## src/asc_pkg.sv

```systemverilog
// Purpose: shared constants and carriers for alarm select and command control
// Assumes: 200 MHz reference clock, synchronous active-high reset
// Notes: parameter values arrive from the serial or panel front end
package asc_pkg;

   // ==========================================================
   // command word layout
   localparam int CMD_W = 16;
   localparam int CMD_LOCAL_SP_BIT = 1;
   localparam int CMD_ENABLE_BIT = 2;
   localparam int CMD_LOCAL_ILIM_BIT = 4;
   localparam logic [15:0] CMD_RESET = 16'h0000;

   // ==========================================================
   // alarm selection: bit0 heater break, bit1 short, bit2 current limit,
   // bit3 watchdog (communication only)
   localparam int SEL_HB_BIT = 0;
   localparam int SEL_SC_BIT = 1;
   localparam int SEL_IL_BIT = 2;
   localparam int SEL_WD_BIT = 3;
   localparam logic [3:0] ALARM_SEL_RESET = 4'h1;

   // ==========================================================
   // analog input signal types and functions
   typedef enum logic [1:0] {
      ASC_AIN_VOLTAGE_OR_POTENTIOMETER_RANGE = 2'h1,
      ASC_AIN_4_20MA = 2'h2,
      ASC_AIN_0_20MA = 2'h3
   } asc_ain_type_t;
   localparam asc_ain_type_t AIN_TYPE_RESET =
      ASC_AIN_VOLTAGE_OR_POTENTIOMETER_RANGE;

   typedef enum logic [1:0] {
      ASC_AIN2_ILIM = 2'h0,
      ASC_AIN2_EXT_FB = 2'h1,
      ASC_AIN2_POWER_SP = 2'h3
   } asc_ain2_fn_t;
   localparam asc_ain2_fn_t AIN2_FN_RESET = ASC_AIN2_ILIM;

   // ==========================================================
   // ranges (tenths of percent, volts, minutes, tenths of ampere)
   localparam logic [9:0] AIN_MAX = 10'h3e8;
   localparam logic [9:0] VOLT_MAX = 10'h3ff;
   localparam logic [13:0] MINUTES_MAX = 14'h270f;
   localparam logic [13:0] BAKE_I_MAX = 14'h270f;
   localparam logic [13:0] BAKE_RESET = 14'h0000;

   // ==========================================================
   // cycle time in 50 ms units
   localparam int CYCLE_UNIT_MS = 50;
   localparam int CLK_KHZ = 200000;
   localparam int CYCLE_UNIT_CLKS = CYCLE_UNIT_MS * CLK_KHZ;
   localparam logic [7:0] CYCLE_TIME_RESET = 8'h1e;

   // ==========================================================
   // carriers
   typedef struct packed {
      logic heater_break;
      logic short_thyristor;
      logic current_limit;
      logic watchdog;
      logic over_temp;
   } asc_faults_t;

   typedef struct packed {
      logic wr;
      logic from_comm;
      logic [3:0] sel;
   } asc_sel_wr_t;

endpackage : asc_pkg

```

## src/asc_tick.sv

```systemverilog
// Purpose: enable pulse divider for the cycle-time unit
// Assumes: single clock, synchronous reset
// Notes: one-cycle pulse every DIV clocks
module asc_tick
   import asc_pkg::*;
#(
   parameter int DIV = CYCLE_UNIT_CLKS
) (
   input wire logic ref_clk_i,
   input wire logic rst_i,
   output logic tick_o
);

   typedef struct packed {
      logic [31:0] cnt;
      logic tick;
   } asc_tick_st_t;

   asc_tick_st_t st;
   asc_tick_st_t next_st;

   // ==========================================================
   // count down and pulse
   always_comb begin
      next_st = st;
      next_st.tick = 1'b0;
      if (st.cnt == 32'h0) begin
         next_st.cnt = 32'(DIV - 1);
         next_st.tick = 1'b1;
      end else begin
         next_st.cnt = st.cnt - 32'h1;
      end
   end

   always_ff @(posedge ref_clk_i) begin
      if (rst_i) begin
         st <= '0;
      end else begin
         st <= next_st;
      end
   end

   assign tick_o = st.tick;

endmodule : asc_tick

```

## src/asc_ctrl.sv

```systemverilog
// Purpose: alarm select, command decode, enable gating, parameter hold
// Assumes: fault and pin inputs are asynchronous and are synchronised here
// Notes: parameter writes come from the serial or panel front end
// Functional notes
// heat sink over-temperature always alarms
// output energized normally, dropped on alarm
// unselected faults neither alarm nor record
// eight subsets of three faults, ORed over-temperature
// watchdog selections only from communication link
// current-limit selections only on such variants
// analog input 1 type codes 1,2,3
// analog readings percent, read only, capped
// analog input 2 has one function
// command bits 1,2,4 decoded, others ignored
// bit 4 picks current limit source
// bit 2 enables unless input assigned enable
// secondary port read-write: bit 1 alone
// secondary port read-write: input and bit 2
// host writes command as sum 0..22
// cycle time 8-bit, 50 ms units, default 30
// line voltage read only, to 1023
// bakeout times in minutes, default zero
// bakeout current tenths of ampere, default zero
// registered OR of masked faults
// digital input local when on
module asc_ctrl
   import asc_pkg::*;
#(
   parameter bit HAS_ILIM = 1'b1
) (
   input wire logic ref_clk_i,
   input wire logic rst_i,
   input wire asc_faults_t faults_i,
   input wire logic power_ok_i,
   input wire logic cmd_wr_i,
   input wire logic [15:0] cmd_wdata_i,
   output logic [15:0] cmd_rdata_o,
   input wire asc_sel_wr_t sel_wr_i,
   output logic [3:0] alarm_sel_o,
   input wire logic ain1_type_wr_i,
   input wire logic [1:0] ain1_type_i,
   output logic [1:0] ain1_type_o,
   input wire logic ain2_fn_wr_i,
   input wire logic [1:0] ain2_fn_i,
   output logic [1:0] ain2_fn_o,
   input wire logic [9:0] ain1_raw_i,
   input wire logic [9:0] ain2_raw_i,
   output logic [9:0] ain1_value_o,
   output logic [9:0] ain2_value_o,
   input wire logic [9:0] volt_raw_i,
   output logic [9:0] line_volt_o,
   input wire logic cycle_wr_i,
   input wire logic [7:0] cycle_time_i,
   output logic [7:0] cycle_time_o,
   output logic cycle_tick_o,
   input wire logic bake_wr_i,
   input wire logic [1:0] bake_sel_i,
   input wire logic [13:0] bake_val_i,
   output logic [13:0] bake_off_time_o,
   output logic [13:0] bake_ramp_time_o,
   output logic [13:0] bake_current_o,
   input wire logic [1:0] din_i,
   input wire logic din_enable_fn_i,
   input wire logic din_locrem_fn_i,
   input wire logic din_sel_i,
   input wire logic port2_rw_i,
   output logic alarm_out_o,
   output logic alarm_latched_o,
   output logic output_enable_o,
   output logic local_setpoint_o,
   output logic local_ilim_o,
   output logic ain2_ilim_o,
   output logic ain2_ext_fb_o,
   output logic ain2_power_sp_o
);

   typedef struct packed {
      asc_faults_t f_s1;
      asc_faults_t f_s2;
      logic [1:0] din_s1;
      logic [1:0] din_s2;
      logic pwr_s1;
      logic pwr_s2;
      logic [15:0] cmd;
      logic [3:0] sel;
      logic [1:0] ain1_type;
      logic [1:0] ain2_fn;
      logic [9:0] ain1_val;
      logic [9:0] ain2_val;
      logic [9:0] volt;
      logic [7:0] cycle_time;
      logic [7:0] cycle_cnt;
      logic cycle_tick;
      logic [13:0] bake_off;
      logic [13:0] bake_ramp;
      logic [13:0] bake_cur;
      logic alarm_out;
      logic alarm_latched;
      logic out_en;
      logic loc_sp;
      logic loc_il;
      logic a2_il;
      logic a2_fb;
      logic a2_ps;
   } asc_st_t;

   asc_st_t st;
   asc_st_t next_st;
   logic unit_tick;
   logic [3:0] sel_req;
   logic fault_hit;
   logic din_val;
   logic [9:0] clip_a1;
   logic [9:0] clip_a2;

   // ==========================================================
   // 50 ms unit divider
   asc_tick #(
      .DIV(CYCLE_UNIT_CLKS)
   ) u_tick (
      .ref_clk_i(ref_clk_i),
      .rst_i(rst_i),
      .tick_o(unit_tick)
   );

   // ==========================================================
   // next-state logic
   always_comb begin
      next_st = st;
      // two-stage synchronisers for pins and fault inputs
      next_st.f_s1 = faults_i;
      next_st.f_s2 = st.f_s1;
      next_st.din_s1 = din_i;
      next_st.din_s2 = st.din_s1;
      next_st.pwr_s1 = power_ok_i;
      next_st.pwr_s2 = st.pwr_s1;

      // command word, stored whole, decoded below
      if (cmd_wr_i) begin
         next_st.cmd = cmd_wdata_i;
      end

      // alarm selection write, filtered
      sel_req = sel_wr_i.sel;
      if (!sel_wr_i.from_comm) begin
         sel_req[SEL_WD_BIT] = 1'b0;
      end
      if (!HAS_ILIM) begin
         sel_req[SEL_IL_BIT] = 1'b0;
      end
      if (sel_wr_i.wr) begin
         next_st.sel = sel_req;
      end

      // analog input 1 type, only codes 1..3 accepted
      if (ain1_type_wr_i && ain1_type_i != 2'h0) begin
         next_st.ain1_type = ain1_type_i;
      end
      // analog input 2 function, one of three
      if (ain2_fn_wr_i && ain2_fn_i != 2'h2) begin
         next_st.ain2_fn = ain2_fn_i;
      end

      // read-only readings, capped to full scale
      clip_a1 = (ain1_raw_i > AIN_MAX) ? AIN_MAX : ain1_raw_i;
      clip_a2 = (ain2_raw_i > AIN_MAX) ? AIN_MAX : ain2_raw_i;
      next_st.ain1_val = clip_a1;
      next_st.ain2_val = clip_a2;
      next_st.volt = (volt_raw_i > VOLT_MAX) ? VOLT_MAX : volt_raw_i;

      // cycle time and on-off cycle timer
      if (cycle_wr_i) begin
         next_st.cycle_time = cycle_time_i;
      end
      next_st.cycle_tick = 1'b0;
      if (unit_tick) begin
         if (st.cycle_cnt >= st.cycle_time) begin
            next_st.cycle_cnt = 8'h0;
            next_st.cycle_tick = 1'b1;
         end else begin
            next_st.cycle_cnt = st.cycle_cnt + 8'h1;
         end
      end

      // bakeout parameters, only on current-limit variants
      if (HAS_ILIM && bake_wr_i) begin
         case (bake_sel_i)
            2'h0: begin
               if (bake_val_i <= MINUTES_MAX) begin
                  next_st.bake_off = bake_val_i;
               end
            end
            2'h1: begin
               if (bake_val_i <= MINUTES_MAX) begin
                  next_st.bake_ramp = bake_val_i;
               end
            end
            2'h2: begin
               if (bake_val_i <= BAKE_I_MAX) begin
                  next_st.bake_cur = bake_val_i;
               end
            end
            default: begin
            end
         endcase
      end

      // masked faults, over-temperature always counts
      fault_hit = st.f_s2.over_temp
         | (st.f_s2.heater_break & st.sel[SEL_HB_BIT])
         | (st.f_s2.short_thyristor & st.sel[SEL_SC_BIT])
         | (st.f_s2.current_limit & st.sel[SEL_IL_BIT])
         | (st.f_s2.watchdog & st.sel[SEL_WD_BIT]);
      // energized when powered and no alarm
      next_st.alarm_out = st.pwr_s2 & ~fault_hit;
      // only over-temperature and selected faults are recorded
      next_st.alarm_latched = fault_hit;

      // local/remote setpoint
      din_val = st.din_s2[din_sel_i];
      if (din_locrem_fn_i && !port2_rw_i) begin
         next_st.loc_sp = din_val;
      end else begin
         next_st.loc_sp = st.cmd[CMD_LOCAL_SP_BIT];
      end

      // output enable gating
      if (!din_enable_fn_i) begin
         next_st.out_en = st.cmd[CMD_ENABLE_BIT];
      end else if (port2_rw_i) begin
         next_st.out_en = din_val & st.cmd[CMD_ENABLE_BIT];
      end else begin
         next_st.out_en = din_val;
      end

      // current-limit source
      next_st.loc_il = st.cmd[CMD_LOCAL_ILIM_BIT];
      next_st.a2_il = (st.ain2_fn == ASC_AIN2_ILIM) &
         ~st.cmd[CMD_LOCAL_ILIM_BIT];
      next_st.a2_fb = (st.ain2_fn == ASC_AIN2_EXT_FB);
      next_st.a2_ps = (st.ain2_fn == ASC_AIN2_POWER_SP);
   end

   // ==========================================================
   // state register
   always_ff @(posedge ref_clk_i) begin
      if (rst_i) begin
         st <= '0;
         st.cmd <= CMD_RESET;
         st.sel <= ALARM_SEL_RESET;
         st.ain1_type <= AIN_TYPE_RESET;
         st.ain2_fn <= AIN2_FN_RESET;
         st.cycle_time <= CYCLE_TIME_RESET;
         st.bake_off <= BAKE_RESET;
         st.bake_ramp <= BAKE_RESET;
         st.bake_cur <= BAKE_RESET;
      end else begin
         st <= next_st;
      end
   end

   // ==========================================================
   // outputs straight from state
   assign cmd_rdata_o = st.cmd;
   assign alarm_sel_o = st.sel;
   assign ain1_type_o = st.ain1_type;
   assign ain2_fn_o = st.ain2_fn;
   assign ain1_value_o = st.ain1_val;
   assign ain2_value_o = st.ain2_val;
   assign line_volt_o = st.volt;
   assign cycle_time_o = st.cycle_time;
   assign cycle_tick_o = st.cycle_tick;
   assign bake_off_time_o = st.bake_off;
   assign bake_ramp_time_o = st.bake_ramp;
   assign bake_current_o = st.bake_cur;
   assign alarm_out_o = st.alarm_out;
   assign alarm_latched_o = st.alarm_latched;
   assign output_enable_o = st.out_en;
   assign local_setpoint_o = st.loc_sp;
   assign local_ilim_o = st.loc_il;
   assign ain2_ilim_o = st.a2_il;
   assign ain2_ext_fb_o = st.a2_fb;
   assign ain2_power_sp_o = st.a2_ps;

endmodule : asc_ctrl

```

## config.mk

```make
export PLATFORM = sky130hd
export DESIGN_NAME = asc_ctrl
export DESIGN_NICKNAME = d
export VERILOG_FILES = /design/src/asc_pkg.sv /design/src/asc_tick.sv /design/src/asc_ctrl.sv
export SDC_FILE = /design/constraint.sdc
export NUM_CORES = 1
export LEC_CHECK = 0
export ABC_CLOCK_PERIOD_IN_PS = 3700
export BUFFER_PORTS_ARGS = -buffer_cell sky130_fd_sc_hd__buf_2
export CAP_MARGIN = 25
export CORE_UTILIZATION = 45
export CTS_CLUSTER_SIZE = 14
export DETAILED_ROUTE_END_ITERATION = 8
export PLACE_DENSITY = 0.78
export SYNTH_ARGS = -nofsm -noshare
export SYNTH_HDL_FRONTEND = slang
export SYNTH_HIERARCHICAL = 1
export SYNTH_SLANG_ARGS = --single-unit
```

## constraint.sdc

```tcl
create_clock -name ref_clk_i -period 3.7 [get_ports ref_clk_i]
set_input_delay 0.37 -clock ref_clk_i [delete_from_list [all_inputs] [get_ports ref_clk_i]]
set_output_delay 0.37 -clock ref_clk_i [all_outputs]
set_load 0.05 [all_outputs]
```

Word level (Yosys, flattened, before mapping)
Cells that the tools add are included.

Bitwise logic cells: 14. Add/sub/neg operators: 2. Reduce and logical (&&, ||, !) cells: 15. Muxes and demuxes: 13. Eq/ne operators: 5. Order comparisons: 6.

Operators by type and width (count): $logic_not A32 Y1 (1); $sub A32 B1 Y32 const B (1); $gt A10 B10 Y1 const B (3); $mux W10 (3); $mux W24 (1); $le A14 B14 Y1 const B (1); $reduce_and A3 Y1 (3); $add A8 B1 Y8 const B (1); $ge A8 B8 Y1 (1); $mux W1 (8); $mux W8 (1); $reduce_or A2 Y1 (4); $and A1 B1 Y1 (7); $eq A2 B1 Y1 const B (2); $eq A2 B2 Y1 const B (2); $logic_not A2 Y1 (2); $or A1 B1 Y1 (4); $logic_and A1 B1 Y1 (3); $not A1 Y1 (3); $lt A1 B2 Y1 const B (1); $ne A2 B2 Y1 const B (1); $reduce_bool A2 Y1 (1); $logic_not A1 Y1 (1).

Input port bits: 99. Logic and storage cells: 95. Output and inout bits: 113. Register bits: 170.

Longest topological paths before layout
Gate-level depths: netlist of the first run.

Depth in word-level cells: 7. Depth in mapped cells: 8. Depth with buffers taken out: 7.

Modules after synthesis
The synthesis of the first run kept the hierarchy.

By module, submodules not included: asc_ctrl (instances 1, cells an instance 577, area each 5647.9 µm², seq. area each 2742.6 µm²); asc_tick (instances 1, cells an instance 173, area each 1541.5 µm², seq. area each 660.6 µm²).

Worst setup path after synthesis of the first run
No wires, ideal clock.

Path type: flip-flop to flip-flop. From: reg u_tick/st[6] (netlist bit). To: reg u_tick/st[32] (netlist bit). Required time: 3.584 ns. Period minus slack after synthesis: 1.964 ns. Cell stages (with the launch flop): 7. Slack: 1.736 ns. Path buffers: 1. Library setup time: 0.116 ns. Data arrival time: 1.848 ns. Cells stage by stage: dfxtp_1 -> or4_4 -> buf_6 -> nor4_4 -> and4_1 -> a21oi_1 -> a41o_1.

Longest elaborated chain between the ends: 2. Elaborated cells on any way between the ends: 3. Classes of those cells: add/sub (1); reduce/logical (2).

RTL lines: from (decl) (line asc_tick.sv:19) `asc_tick_st_t st;`; from (signal assigned) (line asc_tick.sv:39) `st <= next_st;`; branches (longest 2 deep; another with $sub A32 B1 Y32).

Parallel ways; which one is timed is not known. A chain may end at the register's enable or synchronous reset.

Worst setup path after layout of the first run
From: reg u_tick/st[12] (netlist bit). To: reg u_tick/st[12] (netlist bit).

Same word-level chain as after synthesis.

==> results of run 1 <==
[critical path, cell delays in order, from the launching register on]
cell and delay (ps):
dfxtp_1 330, or4_4 570, nor4_4 460, nand2_1 160, o21ai_1 700, nor2_1 130
[sequential cells by signal (all words and copies together) (netlist names), 10 cells and up]
| name | flops |
|---|---|
| bake_current_o | 14 |
| st | 16 |
| cmd_rdata_o | 16 |
| line_volt_o | 10 |
| bake_ramp_time_o | 14 |
| bake_off_time_o | 14 |
| u_tick/st | 32 |
| ain2_value_o | 10 |
| ain1_value_o | 10 |
[cell families after synthesis]
| kind of cell | share of synthesized area, % |
|---|---|
| flops | 47.3 |
| mux | 7.10 |
| simple gates | 18.0 |
| compound gates | 8.51 |
| buf+inv | 13.9 |
| fa+ha+maj | 1.74 |
| xor+xnor | 3.41 |
[routing by layer]
metal	track usage (%)	vias to the layer above
met1	21.6	2426
met2	30.4	186
met5	0	-
li1	-	2623
met3	5.24	21
met4	7.13	0
[area by class of cell]
class	instances	area, um^2	area share (%)
tap	211	264	3.21
sequential	170	3400	41.4
multi-input combinational	429	2790	34.0
inverter	13	48.8	0.594
clock inverter	12	186	2.27
clock buffer	20	457	5.56
timing repair buffer	212	1070	13.0
[worst paths after layout]
path | from | to | slack (ps)
worst max-delay path | u_tick/st[12] | u_tick/st[12] | 1190
worst min-delay path | din_enable_fn_i | output_enable_o | 130
worst max register to register | u_tick/st[12] | u_tick/st[12] | 1190
worst min register to register | next_st[130] | st[130] | 430
[through the flow]
step | instances | hold slack (ps)
finish | 1067 | 127
detailed placement | 1035 | 425
floorplan | 750 | 414
CTS | 1067 | 115
global route | 1067 | 115
global placement | 1035 | 417
[cell usage in the layout (no fill, tap or decap), drive strengths merged, types with 6 or more instances in the layout]
cell / count
and2: 10
o21ai: 21
inv: 16
xnor2: 12
nand2: 22
nand2b: 6
nor3: 20
nand3: 9
dfxtp: 170
buf: 212
nor2: 91
nor2b: 39
a21oi: 40
or4: 6
xor2: 16
mux2i: 51
nand4: 12
ha: 10
o211ai: 20
clkbuf: 20
nor4: 7
[power by group through the flow]
stage               sequential (mW)  clock (mW)  combinational (mW)
global placement               2.24           0                1.51
floorplan                      2.22           0                1.30
global route                   2.25        2.02                1.71
CTS                            2.21        1.95                1.54
detailed placement             2.25           0                1.52
finish                         2.22        1.91                1.54
==> impl_metrics.env, run 1 <==
export IMPL_outcome="completed"
export IMPL_synth_edff_count=0
export IMPL_cp_start_kind="flop"
export IMPL_fin_util_pct=53.4
export IMPL_core_mm2=0.0154
export IMPL_antenna_cells=0
export IMPL_rows=45
export IMPL_dr_wl_met2_mm=7.28
export IMPL_netlist_area_leader_share_pct=47.3
export IMPL_synth_seq_cells=170
export IMPL_ctsResizeCount=0
export IMPL_clkPwrFrac_pct=33.7
export IMPL_gp_congestion=0.795
export IMPL_clkTransAtPathRegs_ps=60
export IMPL_drt_wl_total_mm=15.1
export IMPL_period_share_pct=67.7
export IMPL_grt_max_degree=78
export IMPL_crit_arrival_ps=2780
export IMPL_rsz0062_at_grt="no"
export IMPL_fin_skew_ps=6.29
export IMPL_yosysMostFrequentCell="dfxtp_1"
export IMPL_hold_path_class="in -> reg"
export IMPL_antenna_found_initial=0
export IMPL_first_pass_iters=5
export IMPL_cts_path_max_buffers=2
export IMPL_synth_area_mm2=0.00719
export IMPL_setup_viol_count_final=0
export IMPL_hold_depth=2
export IMPL_grt_use_total_pct=18.0
export IMPL_timing_final_crit_period_ps=2510
export IMPL_relSlewSlack_pct=35.8
export IMPL_dieArea_mm2=0.0165
export IMPL_cts_tree="built"
export IMPL_max_freq_mhz=399
export IMPL_synth_area_leaders="dfxtp_1 (47%), buf_4 (11%), mux2i_1 (7.1%), nor2_1 (4.7%), nor2b_1 (3.4%)"
export IMPL_dp_hpwl_mm=10.5
export IMPL_syn_nets=859
export IMPL_hold_viol=0
export IMPL_cts_sinks=170
export IMPL_stdcell_area_mm2=0.00821
export IMPL_max_cap_violations=0
export IMPL_critPathKind="reg -> reg"
export IMPL_fillerInstances=1372
export IMPL_crit_required_ps=3970
export IMPL_postCtsSetupRepairBufs=0
export IMPL_ctsHtreeMaxLevel=4
export IMPL_setup_ws_ps=1190
export IMPL_synth_ff_type="dfxtp_1"
export IMPL_start_util_pct=46.8
export IMPL_clkLatencyLatePin_ps=430
export IMPL_seqPwrFrac_pct=39.1
export IMPL_portBuffers=211
export IMPL_grt_pass1_wl_mm=23.3
export IMPL_postSynth_asyncResetShare_pct=0
export IMPL_worstRegToRegCells=5
export IMPL_ant_nets=0
export IMPL_area_growth_pct=14.3
export IMPL_p_sw_mw=1.88
export IMPL_grt_pass1_vias=4799
export IMPL_cts_hold_buf=0
export IMPL_worst_slew_pin_slew_ps=961
export IMPL_routedWlPerCell_um=14.1
export IMPL_switching_share_pct=33.2
export IMPL_peakVddDrop_mv=0.512
export IMPL_die_w_um=128
export IMPL_yosysSeqAreaShare_pct=47.3
export IMPL_nNetsFinal=952
export IMPL_ys_warn_count=6
export IMPL_die_h_um=128
export IMPL_synth_avg_cell_area_um2=9.59
export IMPL_dr_total_vias=5256
export IMPL_drt_iter0_markers=252
export IMPL_placed_cell_area_mm2=0.00757
export IMPL_synthCells=750
export IMPL_grt_overflow_total=0
export IMPL_leakagePower_nw=3.88
export IMPL_setup_tns_final_ps=0
export IMPL_cts_buffers=17
export IMPL_ys_types=52
export IMPL_met1_length_mm=6.42
export IMPL_drc_errors=0
export IMPL_root_buffer="clkbuf_16"
export IMPL_drive_gt1_share_pct=30.5
export IMPL_p_int_mw=3.78
export IMPL_top_level_ports=212
export IMPL_top_layer_used="met4"
export IMPL_pre_cts_ws_ps=1200
export IMPL_power_mw=5.67
export IMPL_critPathCaptureType="flop"
export IMPL_synth_top_cell_by_area="dfxtp_1"
export IMPL_avgViaCountPerCell=4.93
export IMPL_ys_top_cells_by_count="dfxtp_1 (170), buf_4 (105), nor2_1 (90)"
export IMPL_critPathMaxFanout=13
export IMPL_dr_wl_met3_mm=1.14
export IMPL_pwr_density_cell_mw_per_mm2=690
export IMPL_slew_viol_final=0
export IMPL_p_comb_share_pct=27.2
Note: power is estimated with default switching activity, not from simulation.
==> inputs of run 2 (changes only) <==
ABC_AREA = 1   (was default)
ABC_CLOCK_PERIOD_IN_PS = 2100   (was 3700)
PLACE_DENSITY = 0.8   (was 0.78)
clock period = 2.1 ns   (was 3.7 ns; I/O delays follow)
==> run 2 against run 1 <==
Net effect:
- final area is 11% higher
- final cell count increased by 33%
- utilization increased by 1.2 points
- largest power group is now combinational cells
- register-to-register slack got worse by 780 ps
- worst hold slack got worse by 120 ps
- non-clock buffer count increased by 39
==> impl_metrics.env, run 2 <==
export IMPL_portBuffers=211
export IMPL_worstRegToRegCells=9
export IMPL_routedWlPerCell_um=12.5
export IMPL_clkLatencyLatePin_ps=420
export IMPL_worst_slew_pin_slew_ps=515
export IMPL_ys_warn_count=6
export IMPL_nNetsFinal=1292
export IMPL_rsz0062_at_grt="no"
export IMPL_setup_viol_count_final=0
export IMPL_hold_path_class="in -> reg"
export IMPL_syn_nets=1153
export IMPL_grt_pass1_vias=6334
export IMPL_drive_gt1_share_pct=23.7
export IMPL_fin_cells=1416
export IMPL_dieArea_mm2=0.0176
export IMPL_cts_buffers=17
export IMPL_grt_overflow_total=0
export IMPL_synth_seq_cells=170
export IMPL_whs_ps=4.18
export IMPL_drc_errors=0
export IMPL_ant_nets=0
export IMPL_ys_top_cells_by_count="nor2_1 (213), dfxtp_1 (170), nand2_1 (169)"
export IMPL_crit_required_ps=2410
export IMPL_pwr_density_cell_mw_per_mm2=1230
export IMPL_cp_start_kind="flop"
export IMPL_synth_area_mm2=0.00770
export IMPL_area_growth_pct=18.0
export IMPL_antenna_found_initial=0
export IMPL_critPathKind="reg -> reg"
export IMPL_cts_tree="built"
export IMPL_grt_use_total_pct=20.5
export IMPL_yosysSeqAreaShare_pct=44.2
export IMPL_peakVddDrop_mv=0.947
export IMPL_drt_wl_total_mm=17.8
export IMPL_first_pass_iters=5
export IMPL_dr_total_vias=6657
export IMPL_dp_hpwl_mm=12.7
export IMPL_hold_depth=2
export IMPL_synth_edff_count=0
export IMPL_antenna_cells=0
export IMPL_crit_reg2reg_launch="cycle_time_o[7]"
export IMPL_synth_ff_type="dfxtp_1"
export IMPL_period_share_pct=80.1
export IMPL_clkTransAtPathRegs_ps=60
export IMPL_postCtsSetupRepairBufs=0
export IMPL_gp_congestion=0.888
export IMPL_final_common_cell="nor2_1"
export IMPL_synthCells=1044
export IMPL_rows=47
export IMPL_drt_iter0_markers=341
export IMPL_avgViaCountPerCell=4.70
export IMPL_fin_skew_ps=8.11
export IMPL_synth_top_cell_by_area="dfxtp_1"
export IMPL_crit_arrival_ps=1990
export IMPL_cts_hold_buf=36
export IMPL_most_common_layout_cells="nor2_1 (213), buf_2 (211), dfxtp_1 (170)"
export IMPL_outcome="completed"
export IMPL_die_w_um=133
export IMPL_largest_reg_flops=32
export IMPL_timing_final_crit_period_ps=1680
export IMPL_yosysMostFrequentCell="nor2_1"
export IMPL_setup_tns_final_ps=0
export IMPL_leakagePower_nw=4.71
export IMPL_grt_pass1_wl_mm=29.0
export IMPL_core_mm2=0.0166
export IMPL_worstReg2RegEnd="st[57]"
export IMPL_postSynth_asyncResetShare_pct=0
export IMPL_critPathCaptureType="flop"
export IMPL_rrSetupSlack_ps=420
export IMPL_ctsHtreeMaxLevel=4
export IMPL_cts_sinks=170
export IMPL_holdCritStartpoint="din_enable_fn_i"
export IMPL_place_inst=1347
export IMPL_die_h_um=133
export IMPL_largest_register="u_tick/st"
export IMPL_hold_viol=0
export IMPL_synth_area_leaders="dfxtp_1 (44%), nor2_1 (10%), buf_4 (10%), nand2_1 (8.2%), inv_1 (7.0%)"
export IMPL_fillerInstances=1477
export IMPL_slew_viol_final=0
export IMPL_synth_avg_cell_area_um2=7.38
export IMPL_critPathMaxFanout=8
export IMPL_ys_types=37
export IMPL_netlist_area_leader_share_pct=44.2
export IMPL_cts_path_max_buffers=2
export IMPL_placed_cell_area_mm2=0.00813
export IMPL_grt_max_degree=63
export IMPL_max_freq_mhz=595
export IMPL_start_util_pct=46.3
export IMPL_relSlewSlack_pct=65.7
export IMPL_top_level_ports=212
export IMPL_root_buffer="clkbuf_16"
export IMPL_holdPathEnd="output_enable_o"
export IMPL_max_cap_violations=0
export IMPL_stdcell_area_mm2=0.00909
export IMPL_ctsResizeCount=0
==> run 2: cell families after synthesis <==
group           synth area share [%]
simple gates                    25.9
buf+inv                         19.3
flops                           44.2
compound gates                  7.23
xor+xnor                        1.48
fa+ha+maj                       1.62
mux                            0.276
==> run 2: worst max-delay path, stage by stage (launching register included) <==
cell and delay [ps]:
dfxtp_1 320, inv_1 50, ha_1 290, nand2_1 70, nor2_1 190, nand4_1 150, nand3_1 140, nand2_1 60
nand2_1 220, nor2_1 80
==> run 2: cell type report <==
cell class                 instances  area (um^2)  area share (%)
inverter                         146          548            6.03
clock inverter                    14          155            1.71
sequential                       170         3400            37.4
timing repair buffer             251         1460            16.1
tap                              220          275            3.03
clock buffer                      18          439            4.83
multi-input combinational        597         2810            30.9
==> run 2: worst max-delay path by stage <==
stage	startpoint	to	cells past startpoint
after detailed placement	cycle_time_o[7]	st[58]	9
after floorplan	u_tick/st[1]	u_tick/st[12]	10
after CTS	cycle_time_o[7]	st[57]	9
final	cycle_time_o[7]	st[57]	9
after global placement	cmd_wr_i	cmd_rdata_o[4]	4
after global routing	cycle_time_o[7]	st[58]	9
==> run 2: routing by layer <==
metal	vias up	GRT usage, %	routed length [um]	share of wire (%)
met5	-	0	0	0
met4	0	8.75	420	2.4
met3	41	4.14	1220	6.9
met2	265	36.0	8580	48
met1	2980	24.0	7540	42
li1	3371	-	-	-
==> run 2: where the power goes <==
| group | switching [mW] | internal (mW) |
|---|---|---|
| Sequential | 0.329 | 3.62 |
| Combinational | 2.80 | 1.30 |
| Clock | 1.40 | 1.72 |
| Total | 4.53 | 6.64 |
==> run 2: per-stage QoR <==
stage	worst slack, ps	util (%)	power (mW)
final	418	54.6	11.2
after global routing	228	54.6	12.0
after CTS	467	54.6	11.2
after detailed placement	546	48.8	7.99
after global placement	600	48.8	7.91
after floorplan	725	-	7.28
